**config.mk**
```make
export PLATFORM = sky130hd
export DESIGN_NAME = sfpb_bridge
export DESIGN_NICKNAME = d
export VERILOG_FILES = /design/src/sfpb_pkg.sv /design/src/sfpb_char_if.sv /design/src/sfpb_bridge.sv /design/src/sfpb_req_fifo.sv /design/src/sfpb_uart.sv
export VERILOG_INCLUDE_DIRS = /design/src
export SDC_FILE = /design/constraint.sdc
export NUM_CORES = 1
export LEC_CHECK = 0
export ABC_AREA = 1
export BUFFER_PORTS_ARGS = -buffer_cell sky130_fd_sc_hd__clkbuf_2
export CORE_MARGIN = 2
export CORE_UTILIZATION = 35
export DETAILED_ROUTE_END_ITERATION = 12
export GPL_TIMING_DRIVEN = 0
export PLACE_DENSITY = 0.48
export SLEW_MARGIN = 30
export SYNTH_ARGS = -nofsm -noshare
export SYNTH_HDL_FRONTEND = slang
export SYNTH_SLANG_ARGS = --single-unit
```
**constraint.sdc**
```tcl
create_clock -name REF_CLK -period 2.65 [get_ports REF_CLK]
set_input_delay 0.3975 -clock REF_CLK [delete_from_list [all_inputs] [get_ports REF_CLK]]
set_output_delay 0.3975 -clock REF_CLK [all_outputs]
set_load 0.01 [all_outputs]
```
**src/sfpb_params.svh**
```systemverilog
// constants and timing counts for the serial field protocol bridge
//
// Behaviour
// - final route drop is the field station
// - one field transaction at a time, requests queued
// - convert mode, no answer gives error 17
// - passthrough mode, no answer just times out
// - default 8 data, even parity, 9600 baud
// - convert mode reformats frames, needs acknowledgment
// - ladder mode uses native frames, final drop
// - controller-originated frames are never translated upstream
// - bit areas return eight bits from address
// - bit groups overlap; distinct groups eight apart
// - timers, counters, data are 16-bit words
// - timer/counter read current, write loads preset
// - small controller: 9600, even, 8, 1 stop
// - small controller inputs/outputs at 256/264/384/392
// - small controller relay, shift, timer, counter ranges
// - large controller: 9600, no parity, 8, 2 stop
`ifndef SFPB_PARAMS_SVH
`define SFPB_PARAMS_SVH

// --------
// clock and line timing
// --------
`define SFPB_CLK_HZ 50000000
`define SFPB_BAUD_DEFAULT 9600
`define SFPB_DIV_DEFAULT (`SFPB_CLK_HZ / `SFPB_BAUD_DEFAULT)
`define SFPB_TMO_MS 100
`define SFPB_TMO_CYCLES (`SFPB_CLK_HZ / 1000 * `SFPB_TMO_MS)

// --------
// request layout and frames
// --------
`define SFPB_ACC_W 4
`define SFPB_REQ_W 45
`define SFPB_FRAME_LAST 3'h6
`define SFPB_REPLY_LAST 3'h3
`define SFPB_ACK 8'h06
`define SFPB_OP_PT_RD 8'h01
`define SFPB_OP_PT_WR 8'h02
`define SFPB_OP_CV_RD 8'h03
`define SFPB_OP_CV_WR 8'h04
`define SFPB_OP_LADDER 3'h5
`define SFPB_ERR_NORESP 8'h11
`define SFPB_ERR_NAK 8'h12
`define SFPB_ERR_RANGE 8'h13

// --------
// controller register areas
// --------
`define SFPB_IN_BASE 16'h0100
`define SFPB_IN_EXP 16'h0108
`define SFPB_OUT_BASE 16'h0180
`define SFPB_OUT_EXP 16'h0188
`define SFPB_OUT_MASK 8'h1f
`define SFPB_IR_BASE 16'h0200
`define SFPB_IR_SMALL_END 16'h02f8
`define SFPB_SR_BASE 16'h0300
`define SFPB_SR_SMALL_END 16'h0378
`define SFPB_TIM_BASE 16'h0400
`define SFPB_TIM_SMALL_END 16'h044f
`define SFPB_CNT_BASE 16'h0500
`define SFPB_CNT_SMALL_END 16'h052e
`define SFPB_DAT_BASE 16'h0700
`define SFPB_DAT_LIMIT 16'h0800

`endif

```
**src/sfpb_pkg.sv**
```systemverilog
// types shared by the serial field protocol bridge modules
`include "sfpb_params.svh"
package sfpb_pkg;

   typedef enum logic [1:0] {
      SFPB_MODE_PT = 2'b00,
      SFPB_MODE_CONV = 2'b01,
      SFPB_MODE_LADDER = 2'b10
   } sfpb_mode_t;

   typedef enum logic [1:0] {
      S_IDLE = 2'b00,
      S_LOAD = 2'b01,
      S_SEND = 2'b10,
      S_WAIT = 2'b11
   } sfpb_state_t;

   typedef enum logic [2:0] {
      A_IN = 3'b000,
      A_OUT = 3'b001,
      A_IR = 3'b010,
      A_SR = 3'b011,
      A_TIM = 3'b100,
      A_CNT = 3'b101,
      A_DAT = 3'b110,
      A_NONE = 3'b111
   } sfpb_area_t;

   typedef struct packed {
      logic [15:0] tcnt;
      logic [3:0] tleft;
      logic [10:0] tsh;
      logic txd;
      logic rbusy;
      logic [15:0] rcnt;
      logic [3:0] ridx;
      logic [10:0] rsh;
      logic rx_valid;
      logic [7:0] rx_byte;
      logic rx_err;
   } sfpb_uart_t;

   typedef struct packed {
      sfpb_state_t state;
      sfpb_mode_t mode;
      logic bit_area;
      logic [`SFPB_ACC_W-1:0] acc;
      logic [7:0] drop;
      logic [7:0] op;
      logic [15:0] addr;
      logic [15:0] wdata;
      logic [2:0] idx;
      logic [7:0] csum;
      logic [7:0] rstat;
      logic [7:0] rhi;
      logic [23:0] tmo;
      logic [15:0] div;
      logic par_en;
      logic two_stop;
      logic rsp_valid;
      logic [`SFPB_ACC_W-1:0] rsp_acc;
      logic rsp_err;
      logic [7:0] rsp_code;
      logic [15:0] rsp_data;
      logic busy;
   } sfpb_st_t;

endpackage

```
**src/sfpb_char_if.sv**
```systemverilog
// character link between the bridge controller and its serial engine
interface sfpb_char_if;
   logic tx_valid;
   logic tx_ready;
   logic [7:0] tx_byte;
   logic rx_valid;
   logic rx_err;
   logic [7:0] rx_byte;
   logic [15:0] baud_div;
   logic parity_en;
   logic two_stop;
   modport uart (input tx_valid, tx_byte, baud_div, parity_en, two_stop,
                 output tx_ready, rx_valid, rx_byte, rx_err);
   modport ctl (output tx_valid, tx_byte, baud_div, parity_en, two_stop,
                input tx_ready, rx_valid, rx_byte, rx_err);
endinterface

```
**src/sfpb_bridge.sv**
```systemverilog
// serial field protocol bridge: upstream register requests to a field port
`include "sfpb_params.svh"
module sfpb_bridge #(
   parameter int QUEUE_DEPTH = 4,
   parameter int QUEUE_AW = 2,
   parameter int TMO_CYCLES = `SFPB_TMO_CYCLES
) (
   // clock and reset
   input wire logic REF_CLK,
   input wire logic RESETN,
   input wire logic CLK_EN,
   // port configuration
   input wire logic [1:0] MODE,
   input wire logic CTRL_LARGE,
   input wire logic [15:0] BAUD_DIV,
   // upstream request
   input wire logic REQ_VALID,
   output logic REQ_READY,
   input wire logic REQ_WRITE,
   input wire logic [`SFPB_ACC_W-1:0] REQ_ACCESSOR,
   input wire logic [7:0] REQ_DROP,
   input wire logic [15:0] REQ_REG,
   input wire logic [15:0] REQ_WDATA,
   // upstream answer
   output logic RSP_VALID,
   output logic [`SFPB_ACC_W-1:0] RSP_ACCESSOR,
   output logic RSP_ERROR,
   output logic [7:0] RSP_CODE,
   output logic [15:0] RSP_RDATA,
   output logic BUSY,
   // field line
   input wire logic RXD,
   output logic TXD
);
   sfpb_pkg::sfpb_st_t s_r, s_nxt;
   sfpb_char_if ch ();
   logic pop, q_empty;
   logic [`SFPB_REQ_W-1:0] q_data;

   // --------
   // request queue and serial engine
   // --------
   sfpb_req_fifo #(
      .W(`SFPB_REQ_W),
      .DEPTH(QUEUE_DEPTH),
      .AW(QUEUE_AW)
   ) u_fifo (
      .clk(REF_CLK),
      .rst_n(RESETN),
      .ce(CLK_EN),
      .wr_valid(REQ_VALID),
      .wr_data({REQ_WRITE, REQ_ACCESSOR, REQ_DROP, REQ_REG, REQ_WDATA}),
      .wr_ready(REQ_READY),
      .rd_pop(pop),
      .rd_data(q_data),
      .rd_empty(q_empty)
   );

   sfpb_uart u_uart (
      .clk(REF_CLK),
      .rst_n(RESETN),
      .ce(CLK_EN),
      .ch(ch.uart),
      .rxd(RXD),
      .txd(TXD)
   );

   assign ch.tx_valid = (s_r.state == sfpb_pkg::S_SEND);
   assign ch.baud_div = s_r.div;
   assign ch.parity_en = s_r.par_en;
   assign ch.two_stop = s_r.two_stop;
   assign pop = (s_r.state == sfpb_pkg::S_IDLE) && !q_empty;

   always_comb begin
      unique case (s_r.idx)
         3'h0: ch.tx_byte = s_r.op;
         3'h1: ch.tx_byte = s_r.drop;
         3'h2: ch.tx_byte = s_r.addr[15:8];
         3'h3: ch.tx_byte = s_r.addr[7:0];
         3'h4: ch.tx_byte = s_r.wdata[15:8];
         3'h5: ch.tx_byte = s_r.wdata[7:0];
         default: ch.tx_byte = s_r.csum;
      endcase
   end

   // --------
   // controller register areas
   // --------
   function automatic sfpb_pkg::sfpb_area_t area_of(input logic [15:0] r);
      if (r < `SFPB_IN_BASE) begin
         area_of = sfpb_pkg::A_NONE;
      end else if (r < `SFPB_OUT_BASE) begin
         area_of = sfpb_pkg::A_IN;
      end else if (r < `SFPB_IR_BASE) begin
         area_of = sfpb_pkg::A_OUT;
      end else if (r < `SFPB_SR_BASE) begin
         area_of = sfpb_pkg::A_IR;
      end else if (r < `SFPB_TIM_BASE) begin
         area_of = sfpb_pkg::A_SR;
      end else if (r < `SFPB_CNT_BASE) begin
         area_of = sfpb_pkg::A_TIM;
      end else if (r < `SFPB_DAT_BASE) begin
         area_of = sfpb_pkg::A_CNT;
      end else if (r < `SFPB_DAT_LIMIT) begin
         area_of = sfpb_pkg::A_DAT;
      end else begin
         area_of = sfpb_pkg::A_NONE;
      end
   endfunction

   function automatic logic [15:0] base_of(input sfpb_pkg::sfpb_area_t a);
      unique case (a)
         sfpb_pkg::A_IN: base_of = `SFPB_IN_BASE;
         sfpb_pkg::A_OUT: base_of = `SFPB_OUT_BASE;
         sfpb_pkg::A_IR: base_of = `SFPB_IR_BASE;
         sfpb_pkg::A_SR: base_of = `SFPB_SR_BASE;
         sfpb_pkg::A_TIM: base_of = `SFPB_TIM_BASE;
         sfpb_pkg::A_CNT: base_of = `SFPB_CNT_BASE;
         sfpb_pkg::A_DAT: base_of = `SFPB_DAT_BASE;
         sfpb_pkg::A_NONE: base_of = 16'h0000;
      endcase
   endfunction

   // the small controller only has the listed resources
   function automatic logic small_ok(input sfpb_pkg::sfpb_area_t a, input logic [15:0] r);
      unique case (a)
         sfpb_pkg::A_IN: small_ok = (r == `SFPB_IN_BASE) || (r == `SFPB_IN_EXP);
         sfpb_pkg::A_OUT: small_ok = (r == `SFPB_OUT_BASE) || (r == `SFPB_OUT_EXP);
         sfpb_pkg::A_IR: small_ok = (r <= `SFPB_IR_SMALL_END);
         sfpb_pkg::A_SR: small_ok = (r <= `SFPB_SR_SMALL_END);
         sfpb_pkg::A_TIM: small_ok = (r <= `SFPB_TIM_SMALL_END);
         sfpb_pkg::A_CNT: small_ok = (r <= `SFPB_CNT_SMALL_END);
         sfpb_pkg::A_DAT: small_ok = 1'b0;
         sfpb_pkg::A_NONE: small_ok = 1'b0;
      endcase
   endfunction

   // --------
   // transaction sequencer
   // --------
   always_comb begin
      logic wr;
      logic [15:0] reg_num;
      sfpb_pkg::sfpb_area_t area;
      logic bad;
      wr = q_data[44];
      reg_num = q_data[31:16];
      area = area_of(reg_num);
      bad = 1'b0;
      s_nxt = s_r;
      s_nxt.rsp_valid = 1'b0;
      unique case (s_r.state)
         sfpb_pkg::S_IDLE: begin
            // field bytes heard here are dropped, never turned upstream
            if (!q_empty) begin
               s_nxt.state = sfpb_pkg::S_LOAD;
               s_nxt.busy = 1'b1;
            end else begin
               s_nxt.busy = 1'b0;
            end
         end
         sfpb_pkg::S_LOAD: begin
            s_nxt.acc = q_data[43:40];
            s_nxt.drop = q_data[39:32];
            s_nxt.wdata = q_data[15:0];
            s_nxt.addr = reg_num;
            s_nxt.bit_area = 1'b0;
            s_nxt.idx = 3'h0;
            s_nxt.csum = 8'h00;
            s_nxt.par_en = 1'b1;
            s_nxt.two_stop = 1'b0;
            s_nxt.div = (BAUD_DIV == 16'h0000) ? 16'(`SFPB_DIV_DEFAULT) : BAUD_DIV;
            unique case (MODE)
               sfpb_pkg::SFPB_MODE_PT: begin
                  s_nxt.mode = sfpb_pkg::SFPB_MODE_PT;
                  s_nxt.op = wr ? `SFPB_OP_PT_WR : `SFPB_OP_PT_RD;
               end
               sfpb_pkg::SFPB_MODE_CONV: begin
                  s_nxt.mode = sfpb_pkg::SFPB_MODE_CONV;
                  s_nxt.op = wr ? `SFPB_OP_CV_WR : `SFPB_OP_CV_RD;
               end
               sfpb_pkg::SFPB_MODE_LADDER: begin
                  s_nxt.mode = sfpb_pkg::SFPB_MODE_LADDER;
                  s_nxt.div = 16'(`SFPB_DIV_DEFAULT);
                  s_nxt.par_en = !CTRL_LARGE;
                  s_nxt.two_stop = CTRL_LARGE;
                  // bit areas: register is a bit address, so groups 8 apart
                  s_nxt.addr = reg_num - base_of(area);
                  s_nxt.bit_area = (area <= sfpb_pkg::A_SR);
                  // timer/counter writes land on the preset, reads see current
                  s_nxt.op = {`SFPB_OP_LADDER, wr, area,
                              wr && (area == sfpb_pkg::A_TIM || area == sfpb_pkg::A_CNT)};
                  if (!CTRL_LARGE && reg_num == `SFPB_OUT_BASE) begin
                     s_nxt.wdata = {8'h00, q_data[7:0] & `SFPB_OUT_MASK};
                  end
                  bad = (q_data[39:32] == 8'h00) || (area == sfpb_pkg::A_NONE)
                        || (!CTRL_LARGE && !small_ok(area, reg_num));
               end
               default: begin
                  s_nxt.mode = sfpb_pkg::SFPB_MODE_PT;
                  s_nxt.op = wr ? `SFPB_OP_PT_WR : `SFPB_OP_PT_RD;
               end
            endcase
            if (bad) begin
               s_nxt.rsp_valid = 1'b1;
               s_nxt.rsp_acc = q_data[43:40];
               s_nxt.rsp_err = 1'b1;
               s_nxt.rsp_code = `SFPB_ERR_RANGE;
               s_nxt.rsp_data = 16'h0000;
               s_nxt.state = sfpb_pkg::S_IDLE;
            end else begin
               s_nxt.state = sfpb_pkg::S_SEND;
            end
         end
         sfpb_pkg::S_SEND: begin
            if (ch.tx_ready) begin
               s_nxt.csum = s_r.csum ^ ch.tx_byte;
               s_nxt.idx = s_r.idx + 3'h1;
               if (s_r.idx == `SFPB_FRAME_LAST) begin
                  s_nxt.idx = 3'h0;
                  s_nxt.tmo = 24'h000000;
                  s_nxt.state = sfpb_pkg::S_WAIT;
               end
            end
         end
         sfpb_pkg::S_WAIT: begin
            s_nxt.tmo = s_r.tmo + 24'h000001;
            if (ch.rx_valid) begin
               if (ch.rx_err || (s_r.idx == 3'h0 && ch.rx_byte != s_r.drop)) begin
                  s_nxt.idx = 3'h0;
               end else begin
                  s_nxt.idx = s_r.idx + 3'h1;
                  if (s_r.idx == 3'h1) begin
                     s_nxt.rstat = ch.rx_byte;
                  end
                  if (s_r.idx == 3'h2) begin
                     s_nxt.rhi = ch.rx_byte;
                  end
               end
            end
            if (ch.rx_valid && !ch.rx_err && s_r.idx == `SFPB_REPLY_LAST) begin
               s_nxt.state = sfpb_pkg::S_IDLE;
               s_nxt.rsp_valid = 1'b1;
               s_nxt.rsp_acc = s_r.acc;
               s_nxt.rsp_data = s_r.bit_area ? {8'h00, ch.rx_byte}
                                             : {s_r.rhi, ch.rx_byte};
               s_nxt.rsp_err = (s_r.mode == sfpb_pkg::SFPB_MODE_CONV)
                               && (s_r.rstat != `SFPB_ACK);
               s_nxt.rsp_code = s_nxt.rsp_err ? `SFPB_ERR_NAK : 8'h00;
            end else if (s_r.tmo == 24'(TMO_CYCLES - 1)) begin
               s_nxt.state = sfpb_pkg::S_IDLE;
               // passthrough and ladder expire without an answer
               if (s_r.mode == sfpb_pkg::SFPB_MODE_CONV) begin
                  s_nxt.rsp_valid = 1'b1;
                  s_nxt.rsp_acc = s_r.acc;
                  s_nxt.rsp_err = 1'b1;
                  s_nxt.rsp_code = `SFPB_ERR_NORESP;
                  s_nxt.rsp_data = 16'h0000;
               end
            end
         end
      endcase
   end

   always_ff @(posedge REF_CLK or negedge RESETN) begin
      if (!RESETN) begin
         s_r <= '{state: sfpb_pkg::S_IDLE, mode: sfpb_pkg::SFPB_MODE_PT,
                  par_en: 1'b1, div: 16'(`SFPB_DIV_DEFAULT), default: '0};
      end else if (CLK_EN) begin
         s_r <= s_nxt;
      end
   end

   assign RSP_VALID = s_r.rsp_valid;
   assign RSP_ACCESSOR = s_r.rsp_acc;
   assign RSP_ERROR = s_r.rsp_err;
   assign RSP_CODE = s_r.rsp_code;
   assign RSP_RDATA = s_r.rsp_data;
   assign BUSY = s_r.busy;
endmodule // sfpb_bridge

```
**src/sfpb_req_fifo.sv**
```systemverilog
// request queue memory with registered read data
module sfpb_req_fifo #(
   parameter int W = 45,
   parameter int DEPTH = 4,
   parameter int AW = 2
) (
   // clock and reset
   input wire logic clk,
   input wire logic rst_n,
   input wire logic ce,
   // fill side
   input wire logic wr_valid,
   input wire logic [W-1:0] wr_data,
   output logic wr_ready,
   // drain side
   input wire logic rd_pop,
   output logic [W-1:0] rd_data,
   output logic rd_empty
);
   typedef struct packed {
      logic [DEPTH-1:0][W-1:0] mem;
      logic [AW-1:0] wp;
      logic [AW-1:0] rp;
      logic [AW:0] cnt;
      logic [W-1:0] rd;
      logic rdy;
   } sfpb_fifo_t;

   sfpb_fifo_t q_r, q_nxt;
   logic push, pop;

   assign push = wr_valid && q_r.rdy;
   assign pop = rd_pop && (q_r.cnt != '0);
   assign wr_ready = q_r.rdy;
   assign rd_data = q_r.rd;
   assign rd_empty = (q_r.cnt == '0);

   always_comb begin
      q_nxt = q_r;
      if (push) begin
         q_nxt.mem[q_r.wp] = wr_data;
         q_nxt.wp = q_r.wp + 1'b1;
      end
      if (pop) begin
         q_nxt.rd = q_r.mem[q_r.rp];
         q_nxt.rp = q_r.rp + 1'b1;
      end
      q_nxt.cnt = q_r.cnt + {{AW{1'b0}}, push} - {{AW{1'b0}}, pop};
      // ready is registered so the port has no path from the requester
      q_nxt.rdy = (q_nxt.cnt != (AW+1)'(DEPTH));
   end

   always_ff @(posedge clk or negedge rst_n) begin
      if (!rst_n) begin
         q_r <= '{rdy: 1'b1, default: '0};
      end else if (ce) begin
         q_r <= q_nxt;
      end
   end
endmodule // sfpb_req_fifo

```
**src/sfpb_uart.sv**
```systemverilog
// serial character engine: 8 data bits, optional even parity, 1 or 2 stops
`include "sfpb_params.svh"
module sfpb_uart (
   // clock and reset
   input wire logic clk,
   input wire logic rst_n,
   input wire logic ce,
   // controller side
   sfpb_char_if.uart ch,
   // line
   input wire logic rxd,
   output logic txd
);
   sfpb_pkg::sfpb_uart_t u_r, u_nxt;
   logic [3:0] nbits;
   logic tx_ready;

   assign nbits = 4'ha + {3'h0, ch.parity_en} + {3'h0, ch.two_stop};
   assign tx_ready = (u_r.tleft == 4'h0) && (u_r.tcnt == 16'h0000);
   assign ch.tx_ready = tx_ready;
   assign ch.rx_valid = u_r.rx_valid;
   assign ch.rx_byte = u_r.rx_byte;
   assign ch.rx_err = u_r.rx_err;
   assign txd = u_r.txd;

   always_comb begin
      logic [10:0] f;
      logic [10:0] sh;
      f = 11'h7ff;
      sh = u_r.rsh;
      u_nxt = u_r;
      u_nxt.rx_valid = 1'b0;
      // --------
      // transmit
      // --------
      if (ch.tx_valid && tx_ready) begin
         f[8:1] = ch.tx_byte;
         f[0] = 1'b0;
         if (ch.parity_en) begin
            f[9] = ^ch.tx_byte;
         end
         u_nxt.txd = 1'b0;
         u_nxt.tsh = {1'b1, f[10:1]};
         u_nxt.tleft = nbits - 4'h1;
         u_nxt.tcnt = ch.baud_div - 16'h0001;
      end else if (u_r.tcnt != 16'h0000) begin
         u_nxt.tcnt = u_r.tcnt - 16'h0001;
      end else if (u_r.tleft != 4'h0) begin
         u_nxt.txd = u_r.tsh[0];
         u_nxt.tsh = {1'b1, u_r.tsh[10:1]};
         u_nxt.tleft = u_r.tleft - 4'h1;
         u_nxt.tcnt = ch.baud_div - 16'h0001;
      end
      // --------
      // receive, sampled mid-bit
      // --------
      if (!u_r.rbusy) begin
         if (!rxd) begin
            u_nxt.rbusy = 1'b1;
            u_nxt.rcnt = {1'b0, ch.baud_div[15:1]};
            u_nxt.ridx = 4'h0;
         end
      end else if (u_r.rcnt != 16'h0000) begin
         u_nxt.rcnt = u_r.rcnt - 16'h0001;
      end else begin
         sh[u_r.ridx] = rxd;
         u_nxt.rsh = sh;
         u_nxt.rcnt = ch.baud_div - 16'h0001;
         u_nxt.ridx = u_r.ridx + 4'h1;
         if (u_r.ridx == nbits - 4'h1) begin
            u_nxt.rbusy = 1'b0;
            u_nxt.rx_valid = 1'b1;
            u_nxt.rx_byte = sh[8:1];
            // the last stop bit read low also flags a framing fault
            u_nxt.rx_err = sh[0] | (ch.parity_en & (sh[9] != ^sh[8:1])) | ~rxd;
         end
      end
   end

   always_ff @(posedge clk or negedge rst_n) begin
      if (!rst_n) begin
         u_r <= '{txd: 1'b1, tsh: 11'h7ff, default: '0};
      end else if (ce) begin
         u_r <= u_nxt;
      end
   end
endmodule // sfpb_uart

```
Word level (Yosys, flattened, before mapping)

Memories as Yosys holds them, arrays and structs flattened.
Cells that the tools add are included.
W data, S select, Z words.

Bits of input ports: 69
Output and inout bits: 33
Register bits: 464
Memories kept: 1
Bits in read-only memories: 32
Word-level logic and storage cells: 254

Reductions and logical operators: 62
Order comparisons: 18
Bitwise gates (word level): 7
Muxes and demuxes: 70
$add $sub $neg: 15
Equality and inequality tests: 39

Memory list:

| name            | depth | bits a word | read ports | clocked after memory_dff | write ports | line               | RTL |
|---|---|---|---|---|---|---|---|
| (no name shown) | 8     | 4           | 1          | 0                        | 0           | sfpb_bridge.sv:112 | `unique case (a)` |

Operator list:

| operator                | count |
|---|---|
| $bwmux W180             | 1 |
| $mux W16                | 8 |
| $mux W30                | 4 |
| $mux W32                | 3 |
| $bmux W45 S2            | 1 |
| $demux W45 S2           | 1 |
| $mux W45                | 2 |
| $eq A16 B9 Y1 const B   | 4 |
| $pmux W30 S2            | 1 |
| $lt A16 B11 Y1 const B  | 3 |
| $mux W24                | 2 |
| $pmux W24 S2            | 1 |
| $pmux W8 S6             | 1 |
| $sub A16 B1 Y16 const B | 3 |
| $mux W21                | 2 |
| $le A16 B10 Y1 const B  | 2 |
| $le A16 B11 Y1 const B  | 2 |
| $logic_not A16 Y1       | 2 |
| $lt A16 B10 Y1 const B  | 2 |
| $lt A16 B9 Y1 const B   | 2 |
| $pmux W8 S2             | 2 |
| $reduce_bool A16 Y1     | 2 |
| $mux W3                 | 9 |
| $mux W25                | 1 |
| 61 further kinds        | 150 |

Logic depth before layout (Yosys ltp)

Depth after elaboration: 21
Mapped depth: 23
Depth with buffers taken out: 22

Modules after synthesis

Synthesis repeated with hierarchy kept, for this count alone.

Cell total of the unflattened synthesis: 3174
Area, all modules: 24394.6 um2

By module, submodules not included:

| module        | times used | area an instance (um2) | seq. area each (um2) | cells an instance |
|---|---|---|---|---|
| sfpb_req_fifo | 1          | 11009.3                | 5831.8               | 1401 |
| sfpb_bridge   | 1          | 8389.3                 | 3711.1               | 1087 |
| sfpb_uart     | 1          | 4996.0                 | 1789.2               | 686 |

Worst setup path after synthesis

Ideal clock, no wire load.

Kind: register to register
Start point: reg u_fifo.q_r (netlist bit u_fifo.rd_data[27])
End point: reg s_r[130] (netlist name)
Buffers on the path: 0
Data arrival time: 2.812 ns
Stages on the path, launching flop included: 18
Path slack: -0.298 ns
Period minus slack after synthesis: 2.948 ns
Cell sequence: dfrtp_1 > nor2_4 > nand3_2 > nor2_1 > nand2_1 > nand2_1 > inv_1 > ha_1 > o21ai_0 > ha_1 > nand2_1 > nor2_1 > a211oi_1 > or2_2 > nand3_1 > nor3_1 > xor2_1 > o21ai_0

Longest elaborated chain between the ends: 14
Elaborated cells on any way between the ends: 21

Ends and longest elaborated chain:

| element                         | line                | RTL |
|---|---|---|
| start, declared                 | sfpb_req_fifo.sv:29 | `sfpb_fifo_t q_r, q_nxt;` |
| start signal, assigned          | sfpb_req_fifo.sv:57 | `q_r <= q_nxt;` |
| $lt A16 B12 Y1 (no source line) | -                   |  |
| $mux W1                         | sfpb_bridge.sv:104  | `` end else if (r < `SFPB_DAT_LIMIT) begin `` |
| $mux W2                         | sfpb_bridge.sv:102  | `` end else if (r < `SFPB_DAT_BASE) begin `` |
| $mux W2                         | sfpb_bridge.sv:100  | `` end else if (r < `SFPB_CNT_BASE) begin `` |
| $mux W3                         | sfpb_bridge.sv:98   | `` end else if (r < `SFPB_TIM_BASE) begin `` |
| $mux W3                         | sfpb_bridge.sv:96   | `` end else if (r < `SFPB_SR_BASE) begin `` |
| $mux W3                         | sfpb_bridge.sv:94   | `` end else if (r < `SFPB_IR_BASE) begin `` |
| $mux W3                         | sfpb_bridge.sv:92   | `` end else if (r < `SFPB_OUT_BASE) begin `` |
| $mux W3                         | sfpb_bridge.sv:90   | `` if (r < `SFPB_IN_BASE) begin `` |
| $mem_v2 Z8 W4                   | -                   |  |
| $mux W16                        | sfpb_bridge.sv:173  | `unique case (MODE)` |
| $mux W16                        | sfpb_bridge.sv:152  | `unique case (s_r.state)` |
| $sub A16 B16 Y16 (*)            | sfpb_bridge.sv:188  | `s_nxt.addr = reg_num - base_of(area);` |
| $mux W32 (*)                    | sfpb_bridge.sv:173  |  |
| end signal, assigned            | sfpb_bridge.sv:267  | `s_r <= '{state: sfpb_pkg::S_IDLE, mode: sfpb_pkg::SFPB_MODE_PT,` |
| end signal, assigned            | sfpb_bridge.sv:270  | `s_r <= s_nxt;` |
| end, declared                   | sfpb_bridge.sv:35   | `sfpb_pkg::sfpb_st_t s_r, s_nxt;` |

Mark *: on every way between the ends. The rest lies on a longest branch, timed or not. The select of a mux whose other input is x is not followed.
A chain may end at the register's enable or synchronous reset.

Worst setup path after layout

Start point: reg u_fifo.q_r (netlist bit u_fifo.rd_data[25])
End point: reg s_r[130] (netlist name)

Same word-level chain as after synthesis.

==> out/results.tsv <==
stage	metric	value	unit
cells_and_area	fill_cells	6495	
global_routing	grt_pass1_vias	20300	
logic_synthesis	synth_area_per_cell	8.01	um^2
global_routing	grt_usage	21.8	%
setup_path	start_kind	flip-flop	
timing	setup_viol	30	
clock_tree	cts_buffer_depth	3	
global_routing	grt_max_degree	77	
logic_synthesis	synthArstFlopShare	100	%
logic_synthesis	yosysTopAreaCell	dfrtp_1	
place	io_buffers	96	
setup_path	required	3.13	ns
setup_path	cpPeakStageDelay	0.42	ns
floorplanning	dieArea	67100	um^2
routing	vias	20200	
cells_and_area	layout-drive-gt1-share	15.5	%
logic_synthesis	yosysTopAreaCellShare	47.8	%
global_routing	grt_overflow_total	0	
clock_tree	cts_tree	done	
floorplanning	rows	93	
place	post-dp-hpwl	53500	um
floorplanning	die_y	259	um
timing	rsz0062_at_grt	yes	
setup_path	crit_chain	buf_8 -> nand2_4 -> inv_2 -> o21ai_2 -> nand2_2 -> nand2_4 -> inv_4 -> ha_4 -> o21ai_4 -> ha_4 -> buf_6 -> a211oi_4 -> or2_4 -> nand3_4 -> nor3_4 -> xor2_1 -> o21ai_1	
routing	routed_wl	73700	um
logic_synthesis	ys.flop_type	dfrtp_1	
routing	drc	0	
cells_and_area	final_nets	3186	
place	place_congestion	0.893	
setup_path	cp_max_fo	5	
timing	finalHoldViolCount	0	
timing	timing.fmax	0.351	GHz
run	maxCapViolations	0	
pwr	power_frac_comb	39.4	%
cells_and_area	syn_to_final_growth	21.2	%
pwr	p_seq_share	36.3	%
clock_tree	cts_root_buf	clkbuf_16	
timing	setup_ws	-0.196	ns
logic_synthesis	synth_warnings	0	
routing	drt_iter0_drc	1262	
pwr	ir_worst_vdd	0.526	mV
clock_tree	htreeDepth	2	
logic_synthesis	ys_types	55	
status	violations	negative setup slack	
timing	skew	0.0258	ns
floorplanning	ios	102	
pwr	intPower	18.4	mW
timing	maxSlewViolCount	0	
timing	tightestPinTransition	0.769	ns
cells_and_area	final_common_cell	nand2_1	
pwr	switching_share	40.4	%
pwr	power_switching	12.5	mW
clock_tree	clkLatencyLatePin	0.62	ns
routing	via_per_inst	5.06	
setup_path	end_kind	flip-flop	
clock_tree	cts_inserted_buffers	54	
floorplanning	floorplan.initialDensity	35.4	%
logic_synthesis	synth_seq_cells	452	
setup_path	crit_arrival	3.33	ns
global_routing	grt_pass1_wl	115000	um
logic_synthesis	synth_edf_count	0	
timing	period_needed	2.85	ns
logic_synthesis	ys_seq_area_share	49.8	%
routing	ant_nets	0	
setup_path	critPathSlowestCell	dfrtp_1	
timing	fin_crit_sh	107	%
cells_and_area	fin_cells	3983	
min_path	hp-class	input port to flip-flop	
timing	setup_tns	-3.83	ns
place	dp.cells	3802	
clock_tree	clk_pin_slew	0.06	ns
timing	slew_headroom	48.7	%
pwr	clockPowerShare	24.4	%
cells_and_area	layout_common_cells	nand2_1, o21ai_0, dfrtp_1, nor2_1, inv_1	
setup_path	crit_type	flip-flop to flip-flop	
logic_synthesis	netlist_area	22800	um^2
routing	firstDrtPassIters	5	
floorplanning	coreArea	64300	um^2
global_routing	antenna_found_initial	2	
logic_synthesis	synthTopCellsByArea	dfrtp_1, nand2_1, o21ai_0, nor2_1, inv_1	
routing	post_drt_wl_per_cell	18.5	um
clock_tree	cts.sinks	452	
pwr	power_density	1120	nW/um^2
logic_synthesis	syn_inst	2841	
status	status	finished, violations left	
pwr	leakagePower	12.8	nW
floorplanning	fp.dieW	259	um
## per-stage QoR
step | area [um^2] | utilization (%) | worst slack (ns) | power, mW | hold slack, ns
global placement | 24400 | 37.9 | -10.50 | 21.5 | 0.461
global route | 27600 | 42.9 | -0.349 | 33.1 | 0.0620
CTS | 27100 | 42.2 | -0.228 | 30.4 | 0.0262
floorplan | 22800 | - | -0.0400 | 17.8 | 0.102
finish | 27600 | 42.9 | -0.196 | 30.9 | 0.0588
detailed placement | 24600 | 38.2 | -0.465 | 21.7 | 0.363
## cells in the mapped netlist (all sizes together), types with 2 or more instances
library cell,number
a22o,5
nand2,676
a22oi,15
a21oi,42
o22a,2
nor4,12
xor2,48
fa,2
nand3,71
o21ai,476
nor3,27
a31oi,18
nor2,324
clkinv,3
dfstp,17
inv,295
or2,6
o22ai,63
nand3b,2
buf,49
ha,33
nand4,48
dfrtp,435
o31ai,24
clkbuf,103
o311ai,3
o221ai,3
o211ai,15
xnor2,13
a32oi,2
## kinds of logic (layout without fill, tap and decap cells)
logic type                 Yosys count  count (layout)  share of synthesized area, %
and+or+nand+nor                   1167            1167                          21.1
AOI/OAI and AO/OA                  675             675                          16.6
DFF                                452             452                          49.8
buffers and inverters              450             732                          8.14
xor gates and xnor gates            61              61                          2.35
adders and majority gates           35              35                          1.99
other                                1               6                        0.0165
## critical path, delay by kind of cell, from the launching register on
family          cells  cell delay [ns]
buf+inv             4             0.39
simple gates        6             0.70
compound gates      4             0.60
xor+xnor            1             0.19
flops               1             0.42
fa+ha+maj           2             0.41
## layout make-up
cell class                 instances  area (um^2)  area share (%)
tap                              855         1070            3.88
clock inverter                    15          181           0.658
inverter                         298         1130            4.10
antenna                            1         2.50         0.00907
buffer                           151          763            2.77
clock buffer                      86         1620            5.88
sequential                       452        11300            41.1
multi-input combinational       1943        10100            36.6
timing repair buffer             182         1380            5.02
## timing repair
item,4_1_cts,5_1_grt
gates cloned,2,1
endpoints found under the setup margin,32,114
hold buffers,7,0
hold endpoints to repair,39,0
gates resized for setup,71,86
pin swaps,35,47
setup buffers,54,21
## state kept, by name (all words and copies together) (netlist names), 3 cells and up
| register | flops |
|---|---|
| u_fifo.q_r | 187 |
| RSP_CODE | 3 |
| u_uart.u_r | 60 |
| u_fifo.rd_data | 45 |
| RSP_RDATA | 16 |
| ch.baud_div | 16 |
| RSP_ACCESSOR | 4 |
| s_r | 105 |
| u_uart.ch.rx_byte | 8 |
## metal layers
metal	global-route usage [%]	routed length, um	share of wire [%]	vias up
met3	3.29	3320	4.5	125
li1	-	-	-	9776
met2	35.5	34400	47	465
met5	0	10	0.014	-
met1	29.5	33600	46	9782
met4	7.88	2330	3.2	2
## power by group through the flow
stage               Combinational, mW  Clock [mW]  Sequential [mW]
floorplan                        7.16           0             10.7
global placement                 10.3           0             11.2
detailed placement               10.5           0             11.2
CTS                              11.5        7.72             11.1
global route                     13.6        8.01             11.5
finish                           12.2        7.53             11.2
## worst paths after layout
kind / start / to / slack, ns / depth (start not counted)
min in group asynchronous: RESETN / u_uart.u_r[29] / 0.30 / 2
max in group asynchronous: RESETN / u_fifo.q_r[151] / 1.25 / 4
hold reg to reg: RSP_RDATA[8] / RSP_RDATA[8] / 0.48 / 2
setup / recovery: u_fifo.rd_data[25] / s_r[130] / -0.20 / 17
setup reg to reg: u_fifo.rd_data[25] / s_r[130] / -0.20 / 17
hold / removal: BAUD_DIV[0] / ch.baud_div[0] / 0.06 / 3
No activity file was read; power rests on OpenSTA's default activity.
